[config.mk]
export PLATFORM = sky130hd
export DESIGN_NAME = oder_regs
export DESIGN_NICKNAME = d
export VERILOG_FILES = /design/src/verilog/oder_pkg.sv /design/src/verilog/oder_regs.sv /design/src/verilog/oder_out_drv.sv
export SDC_FILE = /design/constraint.sdc
export NUM_CORES = 1
export LEC_CHECK = 0
export ABC_AREA = 1
export BUFFER_PORTS_ARGS = -buffer_cell sky130_fd_sc_hd__buf_2
export CAP_MARGIN = 20
export CORE_MARGIN = 2
export CORE_UTILIZATION = 50
export CTS_CLUSTER_DIAMETER = 40
export DETAILED_ROUTE_END_ITERATION = 8
export PLACE_DENSITY = 0.84
export REMOVE_ABC_BUFFERS = 1
export SYNTH_ARGS = -nofsm -noshare
export SYNTH_HDL_FRONTEND = slang
export SYNTH_SLANG_ARGS = --single-unit
[constraint.sdc]
create_clock -name clk -period 5 [get_ports clk]
set_clock_uncertainty 0.05 [all_clocks]
set_input_delay 0.25 -clock clk [delete_from_list [all_inputs] [get_ports clk]]
set_output_delay 0.25 -clock clk [all_outputs]
set_load 0.005 [all_outputs]
[src/verilog/oder_pkg.sv]
// oder_pkg: offsets, reset values and pin layout of the output driver
// enable register bank; shared by the bank, its monitor, receiver model and testbench.
package oder_pkg;

  localparam int ADDR_W = 8;
  localparam int DATA_W = 16;
  localparam int SAMPLE_W = 12;

  // register offsets
  localparam logic [7:0] CHA_EN_OFS = 8'h66;
  localparam logic [7:0] CHB_EN_OFS = 8'h67;
  localparam logic [7:0] STATUS_OFS = 8'h68;

  // reset values
  localparam logic [15:0] CHA_EN_RST = 16'hFFFF;
  localparam logic [15:0] CHB_EN_RST = 16'hFFFF;

  // field positions inside an enable register
  localparam int SAMPLE_LSB = 0;
  localparam int SAMPLE_MSB = 11;
  localparam int SPARE_LO_BIT = 12;
  localparam int SYNC_BIT = 13;
  localparam int SPARE_MID_BIT = 14;
  localparam int SPARE_HI_BIT = 15;

  // field positions inside the status register
  localparam int STAT_CNT_A_LSB = 0;
  localparam int STAT_CNT_B_LSB = 8;
  localparam int STAT_CNT_W = 5;
  localparam int STAT_UNMAP_BIT = 15;

  // one channel's pin group, laid out like its enable register
  typedef struct packed {
    logic spare_hi;
    logic spare_mid;
    logic sync_output_pair;
    logic spare_lo;
    logic [11:0] sample_bits;
  } oder_pins_s;

  // register bus request
  typedef struct packed {
    logic wr;
    logic rd;
    logic [7:0] addr;
    logic [15:0] wdata;
  } oder_req_s;

endpackage

[src/verilog/oder_regs.sv]
// oder_regs: output driver enable register bank for two channels.
// assumes a single-cycle register port, synchronous to clk, that never
// issues read and write together; read data return one cycle later.
//
// How it works
// - channel A enable register, offset 0x66, resets FFFF
// - zero powers driver down, one enables
// - A bits 11..0 gate A sample bits
// - A bit 13 gates A sync pair
// - channel B register, offset 0x67, resets FFFF
// - B bit 13 gates B sync pair
//
// The implementer's own choice: strobed register access.
`timescale 1ns/1ps

module oder_regs #(
  parameter int SAMPLE_W = oder_pkg::SAMPLE_W
) (
  input wire logic clk, // system clock, 100 MHz
  input wire logic rst_n, // async reset, active low
  input wire logic [7:0] reg_addr, // register offset
  input wire logic [15:0] reg_wdata, // write data
  input wire logic reg_wr, // write strobe
  input wire logic reg_rd, // read strobe
  output logic [15:0] reg_rdata, // read data, cycle after strobe
  input wire logic [SAMPLE_W-1:0] first_channel_sample_bits, // A data
  input wire logic [SAMPLE_W-1:0] second_channel_sample_bits, // B data
  input wire logic sync_a, // channel A sync level
  input wire logic sync_b, // channel B sync level
  output oder_pkg::oder_pins_s pins_a_o, // channel A pin levels
  output oder_pkg::oder_pins_s pins_a_oe, // channel A driver enables
  output oder_pkg::oder_pins_s pins_b_o, // channel B pin levels
  output oder_pkg::oder_pins_s pins_b_oe, // channel B driver enables
  output logic [15:0] cha_en, // channel A enable register
  output logic [15:0] chb_en // channel B enable register
);

  oder_pkg::oder_req_s req;
  logic [15:0] cha_en_r;
  logic [15:0] chb_en_r;
  logic [15:0] rdata_r;
  logic [15:0] rdata_nxt;
  logic unmap_r;
  logic unmap_hit;
  logic unmap_clr;
  logic [15:0] status_w;
  oder_pkg::oder_pins_s word_a;
  oder_pkg::oder_pins_s word_b;

  // count of powered drivers in one enable word
  function automatic logic [4:0] count_on(input logic [15:0] v);
    logic [4:0] n;
    n = 5'h00;
    for (int i = 0; i < 16; i++) begin
      n = n + {4'h0, v[i]};
    end
    return n;
  endfunction

  // true when an offset names a mapped register
  function automatic logic is_mapped(input logic [7:0] a);
    return (a == oder_pkg::CHA_EN_OFS) || (a == oder_pkg::CHB_EN_OFS) ||
      (a == oder_pkg::STATUS_OFS);
  endfunction

  assign req.wr = reg_wr;
  assign req.rd = reg_rd;
  assign req.addr = reg_addr;
  assign req.wdata = reg_wdata;

  // channel A enable register
  always_ff @(posedge clk or negedge rst_n) begin
    if (!rst_n) begin
      cha_en_r <= oder_pkg::CHA_EN_RST;
    end else if (req.wr && req.addr == oder_pkg::CHA_EN_OFS) begin
      cha_en_r <= req.wdata;
    end
  end

  // channel B enable register
  always_ff @(posedge clk or negedge rst_n) begin
    if (!rst_n) begin
      chb_en_r <= oder_pkg::CHB_EN_RST;
    end else if (req.wr && req.addr == oder_pkg::CHB_EN_OFS) begin
      chb_en_r <= req.wdata;
    end
  end

  // sticky flag for accesses to unmapped offsets; a new hit beats clear
  assign unmap_hit = (req.wr || req.rd) && !is_mapped(req.addr);
  assign unmap_clr = req.wr && req.addr == oder_pkg::STATUS_OFS &&
    req.wdata[oder_pkg::STAT_UNMAP_BIT];

  always_ff @(posedge clk or negedge rst_n) begin
    if (!rst_n) begin
      unmap_r <= 1'b0;
    end else if (unmap_hit) begin
      unmap_r <= 1'b1;
    end else if (unmap_clr) begin
      unmap_r <= 1'b0;
    end
  end

  // status: live count of powered drivers per channel
  always_comb begin
    status_w = 16'h0000;
    status_w[oder_pkg::STAT_CNT_A_LSB +: oder_pkg::STAT_CNT_W] =
      count_on(cha_en_r);
    status_w[oder_pkg::STAT_CNT_B_LSB +: oder_pkg::STAT_CNT_W] =
      count_on(chb_en_r);
    status_w[oder_pkg::STAT_UNMAP_BIT] = unmap_r;
  end

  // read mux; unmapped offsets read zero
  always_comb begin
    rdata_nxt = 16'h0000;
    if (req.rd) begin
      case (req.addr)
        oder_pkg::CHA_EN_OFS: rdata_nxt = cha_en_r;
        oder_pkg::CHB_EN_OFS: rdata_nxt = chb_en_r;
        oder_pkg::STATUS_OFS: rdata_nxt = status_w;
        default: rdata_nxt = 16'h0000;
      endcase
    end
  end

  // read data stand only in the cycle after the strobe
  always_ff @(posedge clk or negedge rst_n) begin
    if (!rst_n) begin
      rdata_r <= 16'h0000;
    end else begin
      rdata_r <= rdata_nxt;
    end
  end

  assign reg_rdata = rdata_r;
  assign cha_en = cha_en_r;
  assign chb_en = chb_en_r;

  // spare pin pairs carry no data; software is expected to power them
  // down, but the drivers still obey their enable bits
  always_comb begin
    word_a = '0;
    word_a.sample_bits = first_channel_sample_bits;
    word_a.sync_output_pair = sync_a;
  end

  always_comb begin
    word_b = '0;
    word_b.sample_bits = second_channel_sample_bits;
    word_b.sync_output_pair = sync_b;
  end

  // bit n of each register gates pin n of its channel
  oder_out_drv #(
    .WIDTH(16)
  ) u_drv_a (
    .clk(clk),
    .rst_n(rst_n),
    .data(word_a),
    .en(cha_en_r),
    .pin_o(pins_a_o),
    .pin_oe(pins_a_oe)
  );

  oder_out_drv #(
    .WIDTH(16)
  ) u_drv_b (
    .clk(clk),
    .rst_n(rst_n),
    .data(word_b),
    .en(chb_en_r),
    .pin_o(pins_b_o),
    .pin_oe(pins_b_oe)
  );

endmodule

[src/verilog/oder_out_drv.sv]
// oder_out_drv: one channel's bank of differential output drivers.
// assumes data and enables are synchronous to clk.
`timescale 1ns/1ps

module oder_out_drv #(
  parameter int WIDTH = 16
) (
  input wire logic clk, // system clock
  input wire logic rst_n, // async reset, active low
  input wire logic [WIDTH-1:0] data, // word from the data path
  input wire logic [WIDTH-1:0] en, // per-driver enable
  output logic [WIDTH-1:0] pin_o, // driven level per pin
  output logic [WIDTH-1:0] pin_oe // high while a driver is powered
);

  // pin levels are data masked by en; pin_oe follows en, both registered
  always_ff @(posedge clk or negedge rst_n) begin
    if (!rst_n) begin
      pin_o <= '0;
    end else begin
      pin_o <= data & en;
    end
  end

  always_ff @(posedge clk or negedge rst_n) begin
    if (!rst_n) begin
      pin_oe <= '0;
    end else begin
      pin_oe <= en;
    end
  end

endmodule

==> results of run 1 <==
==> path summary, 6_finish.rpt <==
kind | from | endpoint | slack, ps | cells past startpoint
setup / recovery | cha_en[0] | reg_rdata[4] | 1080 | 14
hold / removal | second_channel_sample_bits[3] | u_drv_b.pin_o[3] | 10 | 3
setup reg to reg | cha_en[0] | reg_rdata[4] | 1080 | 14
hold reg to reg | cha_en[14] | u_drv_a.pin_oe[14] | 380 | 0
max in group asynchronous | rst_n | reg_rdata[3] | 3370 | 3
min in group asynchronous | rst_n | u_drv_a.pin_o[1] | 370 | 2
==> flip-flops by register name (all words and copies together), names as in the netlist <==
signal          count
unmap_r             1
u_drv_b.pin_oe     16
u_drv_a.pin_o      13
reg_rdata          16
u_drv_a.pin_oe     16
cha_en             16
u_drv_b.pin_o      13
chb_en             16
==> layout make-up <==
cell class | count | area share, %
inverter | 114 | 7.146
sequential | 107 | 44.99
tap | 133 | 2.755
clock buffer | 12 | 2.568
multi-input combinational | 244 | 26.84
clock inverter | 4 | 1.201
timing repair buffer | 167 | 14.50
==> synth_stat cells <==
library cell / count
sky130_fd_sc_hd__nand3_1: 36
sky130_fd_sc_hd__a21oi_1: 10
sky130_fd_sc_hd__buf_6: 6
sky130_fd_sc_hd__or2_2: 1
sky130_fd_sc_hd__xor2_1: 2
sky130_fd_sc_hd__nand2_2: 3
sky130_fd_sc_hd__nand2_4: 3
sky130_fd_sc_hd__dfrtp_1: 75
sky130_fd_sc_hd__o21ai_2: 32
sky130_fd_sc_hd__o21ai_0: 2
sky130_fd_sc_hd__nand4_1: 1
sky130_fd_sc_hd__conb_1: 1
sky130_fd_sc_hd__nor2_2: 1
sky130_fd_sc_hd__buf_2: 1
sky130_fd_sc_hd__dfstp_2: 32
sky130_fd_sc_hd__buf_4: 9
sky130_fd_sc_hd__fa_1: 20
sky130_fd_sc_hd__clkbuf_1: 1
sky130_fd_sc_hd__clkinv_2: 1
sky130_fd_sc_hd__nor2_1: 14
sky130_fd_sc_hd__nand2_1: 98
sky130_fd_sc_hd__inv_1: 112
sky130_fd_sc_hd__ha_1: 10
sky130_fd_sc_hd__inv_4: 1
sky130_fd_sc_hd__nor3_1: 2
sky130_fd_sc_hd__nor2_4: 3
==> power by group through the flow <==
stage          clock network (mW)  registers [mW]  logic, mW
4_1_cts                     0.604           0.930      0.210
3_3_place_gp                    0           0.943      0.195
3_5_place_dp                    0           0.945      0.205
6_report                    0.590           0.929      0.204
5_1_grt                     0.633           0.934      0.237
2_1_floorplan                   0           0.944      0.101
==> metrics by stage <==
| step | hold WS, ps | area (um2) | util (%) |
|---|---|---|---|
| 2_1_floorplan | -95.59 | 4771 | - |
| 3_3_place_gp | 217.0 | 5743 | 59.58 |
| 3_5_place_dp | 225.8 | 5743 | 59.58 |
| 4_1_cts | 1.794 | 6041 | 62.67 |
| 5_1_grt | 7.787 | 6041 | 62.67 |
| 6_report | 10.28 | 6041 | 62.67 |
==> logic make-up after synthesis <==
family | count (synthesis) | share of synthesized area [%]
buffers and inverters | 131 | 11.76
flip-flops | 107 | 55.51
adder cells (fa/ha/maj) | 30 | 10.73
other | 1 | 0.07659
AO/OA/AOI/OAI | 44 | 6.951
AND/OR/NAND/NOR | 162 | 14.62
XOR/XNOR | 2 | 0.3578
==> worst max-delay path, stage by stage, from the launching register on <==
cell and delay, ps:
sky130_fd_sc_hd__dfstp_2 590, sky130_fd_sc_hd__inv_1 80, sky130_fd_sc_hd__fa_1 600, sky130_fd_sc_hd__fa_1 460
sky130_fd_sc_hd__fa_1 480, sky130_fd_sc_hd__fa_1 490, sky130_fd_sc_hd__inv_1 40, sky130_fd_sc_hd__ha_1 190
sky130_fd_sc_hd__fa_1 420, sky130_fd_sc_hd__a21oi_1 140, sky130_fd_sc_hd__nor2_1 50, sky130_fd_sc_hd__nand2_1 60
sky130_fd_sc_hd__nand3_1 70, sky130_fd_sc_hd__nand2_1 60, sky130_fd_sc_hd__inv_1 40
==> layer usage <==
| metal | up-vias | wire, um |
|---|---|---|
| li1 | 1739 | - |
| met1 | 1742 | 4504 |
| met2 | 119 | 5486 |
| met3 | 17 | 529 |
| met4 | 0 | 214 |
| met5 | - | 0 |
==> repair_timing <==
item / 4_1_cts / 5_1_grt
hold buffers: 7 / 0
endpoints found under the setup margin: 0 / 0
hold endpoints to repair: 34 / 0
==> results.cfg, run 1 <==
[yosys]
synth_area_per_cell_um2 = 10.26
synth_area_leader_cell = sky130_fd_sc_hd__dfrtp_1
yosysTopAreaCellShare_pct = 38.33
synth.yosys.seq_area_share_pct = 55.51
synth_warnings = 0
largest_cells_by_area_after_synthesis = sky130_fd_sc_hd__dfrtp_1 (38%), sky130_fd_sc_hd__dfstp_2 (17%), sky130_fd_sc_hd__inv_1 (8.6%), sky130_fd_sc_hd__fa_1 (8.2%), sky130_fd_sc_hd__nand2_1 (7.5%)
yosysUniqueCellTypes = 26
synth_area_um2 = 4896
yosys_register_bits = 107
syn-instance-count = 477

[layout]
multi_input_gate_area_um2 = 1622
layout-drive-gt1-share_pct = 38.89
number_of_inserted_diodes = 0
layout.cells.most_common = sky130_fd_sc_hd__buf_2
finalNetCount = 727
layout.area.seq_um2 = 2718
mostFrequentLayoutCells = sky130_fd_sc_hd__buf_2 (158), sky130_fd_sc_hd__inv_1 (112), sky130_fd_sc_hd__nand2_1 (98), sky130_fd_sc_hd__dfrtp_1 (75), sky130_fd_sc_hd__nand3_1 (36)
fillers = 829
layoutNonFillerInstCount = 781
area_growth_pct = 23.38

[clock_network]
cts.root.buffer_cell = sky130_fd_sc_hd__clkbuf_8
post-cts-setup-buffer-count = 0
cts-root-to-sink-buffers = 2
clk_pin_slew_worst_paths_ps = 90
tritoncts = yes
clock_latency_of_the_later_clocked_register_in_the_worst_skew_pair_ps = 380
cts_inserted_buffers = 9
cts_htree_levels = 3
cts_repair_resize_count = 0
cts_num_sinks = 107

[sta]
layout_worst_path_cycle_share_pct = 78.33
layout_min_cycle_time_ps = 3917
timing.final.setup_violations = 0
final_hold_viol_count = 0
rsz0062_at_grt = false
achievable_freq_mhz = 255.3
slew_violations = 0
final.setup.tns_ps = 0
timing.slew.headroom_pct = 49.84
setup_slack_ps = 1083
worst_pin_slew_ps = 752.4

[pwr]
power_switching_share_pct = 24.52
power_frac_clock_pct = 34.2
p_sw_mw = 0.4224
cell_area_power_density_nw_per_um2 = 285.2
leakage_nw = 3.591
power.sequential.fraction_pct = 53.9
report.power.total_mw = 1.723
share_comb_of_total_power_pct = 11.9
worst_ir_drop_vdd_mv = 0.1707
power.internal_mw = 1.301

[grt]
grt_max_degree = 64
grtUsageMet3_pct = 3.458
use_met1_pct = 25.58
global_route.peak_usage_layer = met2
grt_antenna_before_repair = 0
grtUsageTotal_pct = 20.90
globalRouteOverflowTotal = 0
grt.met2_usage_pct = 35.26
grt_pass1_wl_mm = 16.78
vias_in_the_first_global_route = 3636

[flow_run]
max_cap_violations = 0

[die]
core_um2 = 9639
floorplan_die_area_um2 = 10600
die_height_um = 103.0
floorplan.die.width_um = 103.0
number_of_placed_i_o_pins = 166
core.rowCount = 36
initial_core_util_pct = 50.79

[place]
place.detailed.instances = 758
dp_hpwl_mm = 8.165
gp_routability_congestion = 0.7893
dp_worst_setup_slack_ps = 1117
port-buffer-count = 159

[drt]
via_count = 3617
drt.antenna.violating_nets = 0
wl_per_cell_um = 13.74
routed_wirelength_mm = 10.73
drtPass1Iterations = 7
drc = 0
vias_per_cell = 4.631
drt_first_iter_violations = 102

[worst_setup_path]
crit_arrival_ps = 4130
worst-setup-path-type = reg2reg
worst_path_max_fanout = 6
worst_setup_path_end_kind = flop
data_required_time_of_the_critical_path_ps = 5220
cp-start-kind = flop

[status]
status = finished, final reports clean

[worst_hold_path]
hold_path.class = in2reg
(Power assumes the default switching activity.)
==> run 2, diff against run 1 <==
Clock period 5 ns to 3.81 ns, I/O delays scaled along.
==> run 2 against run 1 <==
Effect of this change:
- maximum frequency is 5.6% higher
- die area unchanged
- total power up 24%
- final cell count grew 5.1%
- via count increased by 3.5%
- setup slack got worse by 980 ps
==> results.cfg, run 2 (synthesized netlist as in run 1, its figures left out) <==
[status]
status = finished, final reports clean

[worst_setup_path]
worst-setup-path-type = reg2reg
crit_arrival_ps = 3980
worst_r2r_path_depth = 12
cp-start-kind = flop
worst_path_max_fanout = 2
worst_setup_path_end_kind = flop
critical-path-top-delay-family = adder cells
crit_path_buf_inv_count = 3
path_cells = inv_2 > fa_1 > fa_1 > fa_1 > fa_1 > inv_1 > ha_2 > fa_2 > nand2_1 > nand3_1 > nand2_1 > inv_1
regToRegStartpoint = cha_en[7]
r2r_end = reg_rdata[1]
timing.reg2reg.setup_slack_ps = 100
worst_path_largest_cell_delay_ps = 560
data_required_time_of_the_critical_path_ps = 4080
timing.critical_path.slowest_stage_cell = sky130_fd_sc_hd__dfstp_2
timing.critical_path.mode_cell = sky130_fd_sc_hd__fa_1

[sta]
setup_slack_ps = 101.3
layout_worst_path_cycle_share_pct = 97.34
layout_min_cycle_time_ps = 3709
worst_pin_slew_ps = 630.1
timing.final.setup_violations = 0
slew_violations = 0
final_hold_viol_count = 0
timing.slew.headroom_pct = 57.89
achievable_freq_mhz = 269.6

[place]
dp_hpwl_mm = 8.035
gp_routability_congestion = 0.7995
dp_worst_setup_slack_ps = 12.23
port-buffer-count = 159

[grt]
vias_in_the_first_global_route = 3744
grtUsageTotal_pct = 21.82
grt_antenna_before_repair = 0
grt_max_degree = 46
grt_pass1_wl_mm = 17.48
globalRouteOverflowTotal = 0

[layout]
finalNetCount = 767
number_of_inserted_diodes = 0
layout.cells.most_common = sky130_fd_sc_hd__buf_2
layout-drive-gt1-share_pct = 40.55
area_growth_pct = 29.67
mostFrequentLayoutCells = sky130_fd_sc_hd__buf_2 (158), sky130_fd_sc_hd__inv_1 (109), sky130_fd_sc_hd__nand2_1 (98), sky130_fd_sc_hd__dfrtp_1 (75), sky130_fd_sc_hd__nand3_1 (36)

[pwr]
share_comb_of_total_power_pct = 14.6
leakage_nw = 3.747
power_frac_clock_pct = 28.9
power.internal_mw = 1.584
cell_area_power_density_nw_per_um2 = 337.3
worst_ir_drop_vdd_mv = 0.1969
power.sequential.fraction_pct = 56.5
p_sw_mw = 0.5572
report.power.total_mw = 2.141
power_switching_share_pct = 26.02

[clock_network]
cts.root.buffer_cell = sky130_fd_sc_hd__clkbuf_8
clock_latency_of_the_later_clocked_register_in_the_worst_skew_pair_ps = 370
cts_inserted_buffers = 9
cts-root-to-sink-buffers = 2
tritoncts = yes
clk_pin_slew_worst_paths_ps = 100
cts_htree_levels = 3
cts_num_sinks = 107

[die]
core_um2 = 9639
floorplan.die.width_um = 103.0
die_height_um = 103.0
core.rowCount = 36
floorplan_die_area_um2 = 10600
number_of_placed_i_o_pins = 166
initial_core_util_pct = 50.79

[drt]
via_count = 3742
drt_first_iter_violations = 122
drtPass1Iterations = 4
wl_per_cell_um = 13.55
routed_wirelength_mm = 11.12
drt.antenna.violating_nets = 0
vias_per_cell = 4.558
drc = 0

[worst_hold_path]
hp-start = reg_wdata[2]
min_to = cha_en[2]
hold_path.class = in2reg
min_delay_path_depth = 3

[flow_run]
max_cap_violations = 0
## run 2: cell count changes in the layout (fill, tap and decap cells not counted), moves of 2 or more
cell,delta
sky130_fd_sc_hd__bufinv_16,-2
sky130_fd_sc_hd__dlygate4sd3_1,+20
sky130_fd_sc_hd__fa_2,+2
sky130_fd_sc_hd__ha_2,+2
sky130_fd_sc_hd__inv_1,-3
sky130_fd_sc_hd__inv_2,+3
sky130_fd_sc_hd__buf_4,+20
sky130_fd_sc_hd__ha_1,-2
sky130_fd_sc_hd__fa_1,-2
## run 2: layout make-up
cell class | instances | area [um2]
inverter | 114 | 431.7
clock buffer | 12 | 145.1
multi-input combinational | 244 | 1635
clock inverter | 4 | 26.28
fill | 789 | 3291
timing repair buffer | 207 | 1226
sequential | 107 | 2718
tap | 133 | 166.4
## run 2: worst min-delay path: stages
cell	delay [ps]
sky130_fd_sc_hd__buf_2	90
sky130_fd_sc_hd__inv_1	90
sky130_fd_sc_hd__o21ai_2	60
## run 2: repair_timing
action / CTS / global route
gates resized for setup: 1 / 7
pin swaps: 0 / 7
hold endpoints to repair: 59 / 0
hold buffers: 27 / 0
buffers inserted: 0 / 3
setup endpoints to repair: 1 / 6
## run 2: worst max-delay path by stage
stage / from / endpoint / slack [ps] / cells past startpoint
floorplan: chb_en[0] / reg_rdata[12] / 100 / 14
global route: cha_en[13] / reg_rdata[1] / -20 / 12
finish: cha_en[7] / reg_rdata[1] / 100 / 12
global placement: chb_en[0] / reg_rdata[12] / 70 / 14
CTS: cha_en[5] / reg_rdata[4] / 30 / 14
detailed placement: chb_en[5] / reg_rdata[12] / 10 / 14
## run 2: layer usage
layer  vias to the layer above  routed length (um)  GRT usage [%]
li1                       1819                   -              -
met1                      1759                4545          27.45
met2                       150                5673          37.86
met3                        14                 749          4.000
met4                         0                 153          7.692
met5                         -                   0              0
## run 2: power groups by stage
stage	combinational [mW]	sequential, mW	clock (mW)
floorplan	0.132	1.24	0
global placement	0.275	1.23	0
detailed placement	0.286	1.23	0
CTS	0.310	1.21	0.635
global route	0.360	1.22	0.684
finish	0.312	1.21	0.620
## run 2: through the flow
stage / area [um2] / TNS [ps] / hold WS [ps] / utilization, % / instances
global placement: 5871 / 0 / 157.0 / 60.90 / 775
global route: 6349 / -16.46 / 3.019 / 65.86 / 821
finish: 6349 / 0 / 9.799 / 65.86 / 821
detailed placement: 5871 / 0 / 155.3 / 60.90 / 775
CTS: 6315 / 0 / 5.397 / 65.51 / 818
floorplan: 4771 / 0 / -155.1 / - / 465
